## src/core/capture_timer_pkg.sv

```systemverilog
// Shared constants and types of the capture timer.
package capture_timer_pkg;
   localparam int CNT_W = 16;
   localparam int ADDR_W = 4;
   localparam int DATA_W = 16;
   // Register offsets.
   localparam logic [3:0] CONTROL_A_OFS = 4'h0;
   localparam logic [3:0] CONTROL_B_OFS = 4'h1;
   localparam logic [3:0] DEBUG_CONTROL_OFS = 4'h2;
   localparam logic [3:0] STATUS_OFS = 4'h3;
   localparam logic [3:0] FLAGS_OFS = 4'h4;
   localparam logic [3:0] COUNT_OFS = 4'h5;
   localparam logic [3:0] CAPTURE_OFS = 4'h6;
   localparam logic [3:0] CAPTURE_HI_OFS = 4'h7;
   // Control A fields.
   localparam int ENABLE_BIT = 0;
   localparam int CLOCK_PRESCALE_SELECT_LSB = 1;
   localparam int CLOCK_PRESCALE_SELECT_W = 2;
   // Control B fields.
   localparam int MODE_LSB = 0;
   localparam int MODE_W = 3;
   localparam int EDGE_BIT = 4;
   // Debug control and status fields.
   localparam int RUN_WHILE_HALTED_BIT = 0;
   localparam int RUN_BIT = 0;
   localparam int FLAG_BIT = 0;
   // Reset values.
   localparam logic [15:0] CONTROL_A_RST = 16'h0000;
   localparam logic [15:0] CONTROL_B_RST = 16'h0000;
   localparam logic [15:0] COUNT_RST = 16'h0000;
   localparam logic [15:0] CAPTURE_RST = 16'h0000;
   localparam logic [15:0] COUNT_MAX = 16'hFFFF;
   localparam logic [15:0] COUNT_BOTTOM = 16'h0000;
   // Prescaler: divide by 1, 2, 4 of the local prescaler, or companion tick.
   localparam logic [1:0] CLOCK_PRESCALE_SELECT_DIV1 = 2'h0;
   localparam logic [1:0] CLOCK_PRESCALE_SELECT_DIV2 = 2'h1;
   localparam logic [1:0] CLOCK_PRESCALE_SELECT_COMPANION = 2'h2;
   localparam logic [1:0] CLOCK_PRESCALE_SELECT_DIV4 = 2'h3;
   typedef enum logic [2:0] {
      MODE_PERIODIC = 3'h0,
      MODE_TIMEOUT = 3'h1,
      MODE_CAPT_EVENT = 3'h2,
      MODE_CAPT_FREQ = 3'h3,
      MODE_CAPT_PW = 3'h4,
      MODE_CAPT_FRQPW = 3'h5,
      MODE_SINGLE = 3'h6,
      MODE_PWM8 = 3'h7
   } mode_t;
   // Pulse width tracker states.
   typedef enum logic [2:0] {
      PW_IDLE = 3'b001,
      PW_HIGH = 3'b010,
      PW_LOW = 3'b100
   } pw_state_t;
endpackage

```

## src/core/tick_if.sv

```systemverilog
// Tick and event signals between the timer core and its helpers.
`timescale 1ns/10ps
interface tick_if;
   logic tick;
   logic rise;
   logic fall;
   logic level;
   modport src (output tick, output rise, output fall, output level);
   modport dst (input tick, input rise, input fall, input level);
endinterface

```

## src/core/capture_timer.sv

```systemverilog
// Capture timer: 16-bit counter with periodic, timeout and capture modes.
// Notes on behaviour
// (RULE_01) Counter and capture/compare value are both 16 bits wide.
// (RULE_02) Eight selectable modes, exactly one active at a time.
// (RULE_03) Counts on local prescaled clock or companion timer's prescaled tick.
// (RULE_04) Debug halt stops counting unless run_while_halted is one.
// (RULE_05) BOTTOM is zero, MAX all ones, TOP the highest count value.
// (RULE_06) Reset selects periodic interrupt mode.
// (RULE_07) Enable starts counting at the selected rate; count is readable.
// (RULE_08) Periodic mode counts to compare value, flags equality, restarts at zero.
// (RULE_09) Periodic mode with TOP below count runs to MAX, wraps, no flag.
// (RULE_10) Timeout mode wraps at MAX; first edge restarts, second edge stops.
// (RULE_11) Timeout mode flags when count reaches TOP before the second edge.
// (RULE_12) Timeout mode: a frozen counter restarts on a new edge.
// (RULE_13) When frozen, register reads and status writes leave counter unchanged.
// (RULE_14) Capture-on-event runs BOTTOM to MAX, copies count on event, flags.
// (RULE_15) Capture edge selectable as rising or falling.
// (RULE_16) Reading capture high byte clears the flag in capture modes.
// (RULE_17) Software should zero the count when entering capture-on-event mode.
// (RULE_18) Event pulses must last longer than one clock cycle.
// (RULE_19) Frequency mode captures, restarts and flags on each selected edge.
// (RULE_20) Pulse width mode restarts on rise, captures on fall, then flags.
// (RULE_21) Pulse width edges must be at least two clock cycles apart.
// (RULE_22) A readable status bit shows whether the counter is counting.
// (RULE_23) Interrupt request follows the flag, high while it is set.
`timescale 1ns/10ps
module capture_timer
   import capture_timer_pkg::*;
(
   // Clock and reset.
   input wire logic ref_clk_i,
   input wire logic rst_b_i,
   // Register port.
   input wire logic [capture_timer_pkg::ADDR_W-1:0] addr_i,
   input wire logic [capture_timer_pkg::DATA_W-1:0] wdata_i,
   input wire logic wr_i,
   input wire logic rd_i,
   output logic [capture_timer_pkg::DATA_W-1:0] rdata_o,
   // System inputs.
   input wire logic event_i,
   input wire logic companion_tick_i,
   input wire logic debug_halt_i,
   // Interrupt request.
   output logic irq_o
);
   import capture_timer_pkg::*;

   tick_if tk ();
   tick_if ev ();

   logic enable;
   logic [1:0] clock_prescale_select;
   mode_t mode;
   logic edge_falling;
   logic run_while_halted;
   logic [CNT_W-1:0] count_value;
   logic [CNT_W-1:0] capture_compare_value;
   logic flag;
   logic counting;
   logic armed;
   logic frqpw_done;
   logic halt_sync1;
   logic halt_sync2;
   pw_state_t pw_state;
   logic run;
   logic sel_edge;
   logic capture_now;
   logic restart_now;
   logic flag_set;
   logic flag_clr;
   logic [CNT_W-1:0] next_count;
   logic [DATA_W-1:0] next_rdata;

   function automatic logic is_capture_mode(input mode_t m);
      return (m == MODE_CAPT_EVENT) || (m == MODE_CAPT_FREQ) ||
             (m == MODE_CAPT_PW) || (m == MODE_CAPT_FRQPW);
   endfunction

   function automatic logic wr_at(input logic [ADDR_W-1:0] ofs);
      return wr_i && (addr_i == ofs);
   endfunction

   // Debug halt arrives from outside this clock; two stages before use.
   always_ff @(posedge ref_clk_i or negedge rst_b_i) begin
      if (!rst_b_i) begin
         halt_sync1 <= 1'b0;
         halt_sync2 <= 1'b0;
      end else begin
         halt_sync1 <= debug_halt_i;
         halt_sync2 <= halt_sync1;
      end
   end

   assign run = enable && (!halt_sync2 || run_while_halted); // [RULE_04] [RULE_07]

   count_prescaler u_prescaler (
      .ref_clk_i(ref_clk_i),
      .rst_b_i(rst_b_i),
      .run_i(run),
      .clock_prescale_select_i(clock_prescale_select),
      .companion_tick_i(companion_tick_i),
      .tk(tk.src)
   );

   event_edge_detect u_edge (
      .ref_clk_i(ref_clk_i),
      .rst_b_i(rst_b_i),
      .event_i(event_i),
      .ev(ev.src)
   );

   // Selected edge of the event input. [RULE_15]
   assign sel_edge = run && (edge_falling ? ev.fall : ev.rise);

   // Configuration registers. [RULE_02]
   always_ff @(posedge ref_clk_i or negedge rst_b_i) begin
      if (!rst_b_i) begin
         enable <= CONTROL_A_RST[ENABLE_BIT];
         clock_prescale_select <= CONTROL_A_RST[CLOCK_PRESCALE_SELECT_LSB +: CLOCK_PRESCALE_SELECT_W];
         mode <= mode_t'(CONTROL_B_RST[MODE_LSB +: MODE_W]); // [RULE_06]
         edge_falling <= CONTROL_B_RST[EDGE_BIT];
         run_while_halted <= 1'b0;
      end else begin
         if (wr_at(CONTROL_A_OFS)) begin
            enable <= wdata_i[ENABLE_BIT];
            clock_prescale_select <= wdata_i[CLOCK_PRESCALE_SELECT_LSB +: CLOCK_PRESCALE_SELECT_W];
         end
         if (wr_at(CONTROL_B_OFS)) begin
            mode <= mode_t'(wdata_i[MODE_LSB +: MODE_W]);
            edge_falling <= wdata_i[EDGE_BIT];
         end
         if (wr_at(DEBUG_CONTROL_OFS)) begin
            run_while_halted <= wdata_i[RUN_WHILE_HALTED_BIT];
         end
      end
   end

   // Pulse width tracker: rise restarts, following fall captures. [RULE_20] [RULE_21]
   always_ff @(posedge ref_clk_i or negedge rst_b_i) begin
      if (!rst_b_i) begin
         pw_state <= PW_IDLE;
      end else if (!run || (mode != MODE_CAPT_PW && mode != MODE_CAPT_FRQPW)) begin
         pw_state <= PW_IDLE;
      end else begin
         case (pw_state)
            PW_IDLE: begin
               // A finished freq+pw sequence ignores edges until software is ready.
               if (ev.rise && !frqpw_done) begin
                  pw_state <= PW_HIGH;
               end
            end
            PW_HIGH: begin
               if (ev.fall) begin
                  pw_state <= PW_LOW;
               end
            end
            PW_LOW: begin
               // In freq+pw mode the closing rise ends the sequence instead of
               // starting a new width.
               if (ev.rise) begin
                  pw_state <= (mode == MODE_CAPT_FRQPW) ? PW_IDLE : PW_HIGH;
               end
            end
            default: pw_state <= PW_IDLE;
         endcase
      end
   end

   // Capture, restart and flag decisions per mode.
   always_comb begin
      capture_now = 1'b0;
      restart_now = 1'b0;
      flag_set = 1'b0;
      case (mode)
         MODE_PERIODIC: begin
            restart_now = tk.tick && (count_value == capture_compare_value); // [RULE_08]
            flag_set = restart_now;
         end
         MODE_TIMEOUT: begin
            restart_now = sel_edge && (!counting || !armed); // [RULE_10] [RULE_12]
            flag_set = tk.tick && counting && armed &&
                       (count_value == capture_compare_value); // [RULE_11]
         end
         MODE_CAPT_EVENT: begin
            capture_now = sel_edge; // [RULE_14]
            flag_set = sel_edge;
         end
         MODE_CAPT_FREQ: begin
            capture_now = sel_edge; // [RULE_19]
            restart_now = sel_edge;
            flag_set = sel_edge;
         end
         MODE_CAPT_PW: begin
            restart_now = run && ev.rise; // [RULE_20]
            capture_now = run && ev.fall && (pw_state == PW_HIGH);
            flag_set = capture_now;
         end
         MODE_CAPT_FRQPW: begin
            restart_now = run && ev.rise && (pw_state == PW_IDLE) && !frqpw_done;
            capture_now = run && ev.fall && (pw_state == PW_HIGH);
            flag_set = run && ev.rise && (pw_state == PW_LOW);
         end
         default: begin
            restart_now = tk.tick && (count_value == capture_compare_value);
         end
      endcase
   end

   // Counting indicator and timeout arming. [RULE_22]
   always_ff @(posedge ref_clk_i or negedge rst_b_i) begin
      if (!rst_b_i) begin
         counting <= 1'b0;
         armed <= 1'b0;
      end else if (!enable) begin
         counting <= 1'b0;
         armed <= 1'b0;
      end else if (mode == MODE_TIMEOUT) begin
         // Armed stays set once a sequence has begun, so a frozen counter waits
         // for an edge instead of running free as it does straight after enable.
         if (sel_edge) begin
            // First edge restarts and arms; second edge freezes. [RULE_10] [RULE_12]
            counting <= !(counting && armed);
            armed <= 1'b1;
         end else if (!armed) begin
            counting <= run;
         end
      end else if (mode == MODE_CAPT_FRQPW) begin
         if (restart_now) begin
            counting <= 1'b1;
         end else if (flag_set) begin
            counting <= 1'b0;
         end
      end else begin
         counting <= run;
         armed <= 1'b0;
      end
   end

   // Freq+pw mode waits for software after a sequence ends: a capture read
   // or a flag clear makes it ready to start again. Without this hold a late
   // rise would overwrite the result before software has seen it.
   always_ff @(posedge ref_clk_i or negedge rst_b_i) begin
      if (!rst_b_i) begin
         frqpw_done <= 1'b0;
      end else if (mode != MODE_CAPT_FRQPW || !run) begin
         frqpw_done <= 1'b0;
      end else if (flag_set) begin
         frqpw_done <= 1'b1;
      end else if (flag_clr || (rd_i && addr_i == CAPTURE_OFS)) begin
         frqpw_done <= 1'b0;
      end
   end

   // Next count; wraps from MAX to BOTTOM. [RULE_05] [RULE_09]
   // A compare value below the count is simply never met until the wrap,
   // which is how a lowered TOP avoids a spurious interrupt.
   always_comb begin
      next_count = count_value;
      if (restart_now) begin
         next_count = COUNT_BOTTOM;
      end else if (tk.tick && (counting || mode != MODE_TIMEOUT)) begin
         next_count = (count_value == COUNT_MAX) ? COUNT_BOTTOM : count_value + 16'h0001;
      end
   end

   // Count register; software write takes priority. Reads never touch it. [RULE_13]
   always_ff @(posedge ref_clk_i or negedge rst_b_i) begin
      if (!rst_b_i) begin
         count_value <= COUNT_RST; // [RULE_01]
      end else if (wr_at(COUNT_OFS)) begin
         count_value <= wdata_i[CNT_W-1:0]; // [RULE_17]
      end else if (mode == MODE_CAPT_FRQPW && !counting && !restart_now) begin
         count_value <= count_value;
      end else begin
         count_value <= next_count;
      end
   end

   // Capture/compare register. [RULE_14] [RULE_19]
   always_ff @(posedge ref_clk_i or negedge rst_b_i) begin
      if (!rst_b_i) begin
         capture_compare_value <= CAPTURE_RST; // [RULE_01]
      end else if (capture_now) begin
         capture_compare_value <= count_value;
      end else if (wr_at(CAPTURE_OFS)) begin
         capture_compare_value <= wdata_i[CNT_W-1:0];
      end
   end

   // Flag: set wins over clear. High-byte read clears it in capture modes. [RULE_16]
   assign flag_clr = (rd_i && addr_i == CAPTURE_HI_OFS && is_capture_mode(mode)) ||
                     (wr_at(FLAGS_OFS) && wdata_i[FLAG_BIT]);

   always_ff @(posedge ref_clk_i or negedge rst_b_i) begin
      if (!rst_b_i) begin
         flag <= 1'b0;
      end else if (flag_set) begin
         flag <= 1'b1;
      end else if (flag_clr) begin
         flag <= 1'b0;
      end
   end

   // Interrupt output follows the flag one cycle later, from a flip-flop. [RULE_23]
   always_ff @(posedge ref_clk_i or negedge rst_b_i) begin
      if (!rst_b_i) begin
         irq_o <= 1'b0;
      end else begin
         irq_o <= flag;
      end
   end

   // Read data, one cycle after the strobe; unmapped reads return zero.
   always_comb begin
      next_rdata = '0;
      case (addr_i)
         CONTROL_A_OFS: begin
            next_rdata[ENABLE_BIT] = enable;
            next_rdata[CLOCK_PRESCALE_SELECT_LSB +: CLOCK_PRESCALE_SELECT_W] = clock_prescale_select;
         end
         CONTROL_B_OFS: begin
            next_rdata[MODE_LSB +: MODE_W] = mode;
            next_rdata[EDGE_BIT] = edge_falling;
         end
         DEBUG_CONTROL_OFS: next_rdata[RUN_WHILE_HALTED_BIT] = run_while_halted;
         STATUS_OFS: next_rdata[RUN_BIT] = counting; // [RULE_22]
         FLAGS_OFS: next_rdata[FLAG_BIT] = flag;
         COUNT_OFS: next_rdata = count_value; // [RULE_07]
         CAPTURE_OFS: next_rdata = capture_compare_value;
         CAPTURE_HI_OFS: next_rdata = {8'h00, capture_compare_value[15:8]};
         default: next_rdata = '0;
      endcase
   end

   always_ff @(posedge ref_clk_i or negedge rst_b_i) begin
      if (!rst_b_i) begin
         rdata_o <= '0;
      end else if (rd_i) begin
         rdata_o <= next_rdata;
      end else begin
         rdata_o <= '0;
      end
   end
endmodule

```

## src/core/count_prescaler.sv

```systemverilog
// Local prescaler and count tick selector.
`timescale 1ns/10ps
module count_prescaler
   import capture_timer_pkg::*;
(
   // Clock and reset.
   input wire logic ref_clk_i,
   input wire logic rst_b_i,
   // Control.
   input wire logic run_i,
   input wire logic [1:0] clock_prescale_select_i,
   input wire logic companion_tick_i,
   // Tick out.
   tick_if.src tk
);
   logic [1:0] div;

   always_ff @(posedge ref_clk_i or negedge rst_b_i) begin
      if (!rst_b_i) begin
         div <= 2'h0;
      end else if (run_i) begin
         div <= div + 2'h1;
      end else begin
         div <= 2'h0;
      end
   end

   // The tick is one clock wide at the chosen rate. [RULE_03]
   always_comb begin
      case (clock_prescale_select_i)
         CLOCK_PRESCALE_SELECT_DIV1: tk.tick = run_i;
         CLOCK_PRESCALE_SELECT_DIV2: tk.tick = run_i && div[0];
         CLOCK_PRESCALE_SELECT_COMPANION: tk.tick = run_i && companion_tick_i;
         default: tk.tick = run_i && (div == 2'h3);
      endcase
   end
endmodule

```

## src/core/event_edge_detect.sv

```systemverilog
// Synchroniser and edge detector for the event input.
`timescale 1ns/10ps
module event_edge_detect (
   // Clock and reset.
   input wire logic ref_clk_i,
   input wire logic rst_b_i,
   // Event in.
   input wire logic event_i,
   // Edges out.
   tick_if.src ev
);
   logic sync1;
   logic sync2;
   logic prev;

   always_ff @(posedge ref_clk_i or negedge rst_b_i) begin
      if (!rst_b_i) begin
         sync1 <= 1'b0;
         sync2 <= 1'b0;
         prev <= 1'b0;
      end else begin
         sync1 <= event_i;
         sync2 <= sync1;
         prev <= sync2;
      end
   end

   assign ev.rise = sync2 && !prev; // [RULE_18]
   assign ev.fall = !sync2 && prev;
   assign ev.level = sync2;
endmodule

```

## config.mk

```make
export PLATFORM = sky130hd
export DESIGN_NAME = capture_timer
export DESIGN_NICKNAME = d
export VERILOG_FILES = /design/src/core/capture_timer_pkg.sv /design/src/core/tick_if.sv /design/src/core/capture_timer.sv /design/src/core/count_prescaler.sv /design/src/core/event_edge_detect.sv
export SDC_FILE = /design/constraint.sdc
export NUM_CORES = 1
export LEC_CHECK = 0
export CORE_UTILIZATION = 40
export DETAILED_ROUTE_END_ITERATION = 12
export DONT_BUFFER_PORTS = 1
export GPL_TIMING_DRIVEN = 0
export PLACE_DENSITY = 0.67
export SLEW_MARGIN = 20
export SYNTH_ARGS = -nofsm -noshare
export SYNTH_HDL_FRONTEND = slang
export SYNTH_SLANG_ARGS = --single-unit
```

## constraint.sdc

```tcl
create_clock -name ref_clk_i -period 2.2 [get_ports ref_clk_i]
set_clock_uncertainty 0.15 [all_clocks]
set_input_delay 0.33 -clock ref_clk_i [delete_from_list [all_inputs] [get_ports ref_clk_i]]
set_output_delay 0.33 -clock ref_clk_i [all_outputs]
set_load 0.1 [all_outputs]
```

==> reports/metrics.cfg <==
[global_route]
grt_max_degree = 72
grt_pass1_vias = 3621
gr-total-overflow = 0
antenna_found_initial = 0
grt.total_usage_pct = 23.5
grt_pass1_wl_mm = 19.7

[timing]
worst_pin_slew_ns = 0.878
hold_violations = 0
fmax_mhz = 423
finalWorstSetupSlack_ns = -0.161
fin_crit_ns = 2.36
setup_tns_ns = -0.865
setup_violations = 15
rsz0062_at_grt = yes
slew_violations = 0
finalCritPeriodShare_pct = 107
slew_headroom_pct = 41.5

[power]
p_sw_w = 0.00204
p_int_w = 0.00331
power_frac_seq_pct = 39.2
p_per_area_nw_per_um2 = 999
irDropWorstVdd_mv = 0.380
leakagePower_nw = 2.24
p_comb_share_pct = 37.4
swShare_pct = 38.2
power_w = 0.00535
p_clk_share_pct = 23.4

[synth]
seq_area_frac_synth_pct = 42.8
synth-edff-count = 0
synthXorXnorAreaFrac_pct = 4.58
synthTopCellsByArea = dfrtp_1 42%, mux2i_1 5.1%, nor2_1 4.3%
syn_nets = 477
yosysTopAreaCellShare_pct = 42.2
synthArstFlopShare_pct = 100
synthAdderAreaFrac_pct = 1.51
ys_seq_elements = 71
synth-compound-area-share_pct = 16.2
synthMuxAreaShare_pct = 8.58
yosysWarnings = 0
avgSynthCellArea_um2 = 9.34
ys.flop_type = dfrtp_1
ys_types = 59
synth_top_family_by_area = simple AND/OR/NAND/NOR gates
synth_largest_area_cell = dfrtp_1
syn_area_um2 = 4160
netlist_instances = 445
synthSimpleGateAreaFrac_pct = 20.9

[detailed_routing]
drtIter0Drc = 603
drc = 0
final_antenna_net_count = 0
firstDrtPassIters = 6
via_per_inst = 6.17
wl_per_cell_um = 20.1
routed_wl_mm = 12.9
vias = 3964

[layout]
drive_gt1_share_pct = 28.9
nets = 536
final_cell_mix = 59 x dfrtp_1, 45 x nor2_1, 35 x nand2_1
instances_no_fill = 642
post-route-cell-area_um2 = 5350
syn_to_final_growth_pct = 28.8
n_antenna_cell = 0
final_common_cell = dfrtp_1
fillCellCount = 839

[setup_path]
crit_chain = xnor2_2, nand4_1, nor4_4, buf_4, a21oi_4, o21ba_4, a32o_1, mux2_4
crit_fanout = 7
worst-path-buf-inv = 1
required_ns = 2.32
max_stage_delay_ns = 0.49
critPathArrivalTime_ns = 2.48
critPathKind = reg2reg
path_delay_family = compound AO/OA/AOI/OAI gates
startpoint_type = flop
end_kind = flop
cp_slowest_cell = dfrtp_2

[hold_path]
hp-class = in2reg

[place]
dp_hpwl_mm = 7.92
post-place-cells = 578
gp_congestion = 0.907
io_buffers = 0
placement.cell_area_um2 = 4350
pre_cts_slack_ns = -0.502

[cts]
clk_latency_ns = 0.38
cts_tree = yes
clockRootBuffer = clkbuf_8
clkSinkCount = 71
cts_buffer_depth = 2
numCtsBuffers = 9
path_clk_slew_ns = 0.08
htreeDepth = 3

[status]
violations = setup timing
outcome = finished with violations

[flow_run]
cap_violations = 0

[floorplanning]
io_pins = 44
dieWidth_um = 104
placementRows = 36
coreArea_um2 = 9910
die_y_um = 104
start_util_pct = 41.9
dieArea_um2 = 10800

[stage by stage]
step / hold WS, ns / utilization, %
after global routing: 0.0226 / 54.0
after global placement: -0.113 / 43.9
after floorplan: -0.116 / -
after CTS: 0.0196 / 51.7
after detailed placement: -0.113 / 43.9
final: 0.0123 / 54.0
[cells in the mapped netlist, types with 6 or more instances]
master    number
dfrtp_1       70
and3_1         7
nor3_1         8
nand4_1        9
mux2_2        13
nor2b_1        9
nand2_1       36
nor4_1         9
xnor2_1       17
nand2b_1       9
clkbuf_1       9
buf_2         19
o21ai_0       10
a21oi_1       29
nor2_1        48
a22oi_1       17
a22o_1         6
nand3_1       17
mux2i_1       21
inv_1          8
[flip-flops by register name, indices dropped and copies added, names as in the netlist, 2 cells and up]
signal and cells:
capture_compare_value 16, pw_state 3, clock_prescale_select 2, rdata_o 16
count_value 16, u_prescaler.div 2, mode 3
[power groups by stage]
stage | clock network [W] | registers [W] | logic [W]
floorplan | 0 | 0.00196 | 0.00116
global placement | 0 | 0.00207 | 0.00137
detailed placement | 0 | 0.00208 | 0.00141
CTS | 0.00125 | 0.00208 | 0.00182
global route | 0.00132 | 0.00213 | 0.00214
finish | 0.00125 | 0.00210 | 0.00200
[final cells by class]
cell class | instances | area [um2] | share of cell area (%)
clock inverter | 5 | 78.8 | 1.47
inverter | 9 | 33.8 | 0.631
multi-input combinational | 329 | 2450 | 45.8
clock buffer | 11 | 151 | 2.83
buffer | 31 | 196 | 3.67
sequential | 71 | 1790 | 33.5
timing repair buffer | 53 | 484 | 9.05
tap | 133 | 166 | 3.11
[final timing paths]
| path | from | to | slack, ns | cells past startpoint |
|---|---|---|---|---|
| worst max-delay path | count_value[14]$_DFFE_PN0P_ | count_value[1]$_DFFE_PN0P_ | -0.16 | 8 |
| worst min-delay path | addr_i[3] | rdata_o[4]$_DFF_PN0_ | 0.01 | 2 |
| worst max register to register | count_value[14]$_DFFE_PN0P_ | count_value[1]$_DFFE_PN0P_ | -0.16 | 8 |
| worst min register to register | u_edge.sync1$_DFF_PN0_ | u_edge.ev.level$_DFF_PN0_ | 0.21 | 0 |
| max in group asynchronous | rst_b_i | pw_state[0]$_DFFE_PN1P_ | 1.21 | 2 |
| min in group asynchronous | rst_b_i | count_value[7]$_DFFE_PN0P_ | 0.36 | 2 |
[logic make-up (layout without fill, tap and decap cells)]
group | Yosys count | after routing
compound gates | 98 | 98
fa+ha+maj | 5 | 5
buf+inv | 45 | 109
xor+xnor | 20 | 20
simple gates | 172 | 172
flops | 71 | 71
mux | 34 | 34
[routing by layer]
layer | track usage, % | part of all wire (%)
met1 | 31.7 | 40
met2 | 36.8 | 47
met4 | 8.78 | 3.8
met3 | 5.51 | 9.2
met5 | 0 | 0
[timing repair]
action	4_1_cts	5_1_grt
buffers inserted	22	12
hold buffers	18	0
pin swaps	17	11
gates cloned	1	0
resized for setup	46	39
endpoints found under the hold margin	95	0
endpoints found under the setup margin	35	35
Power figures use the tool's default switching activity.
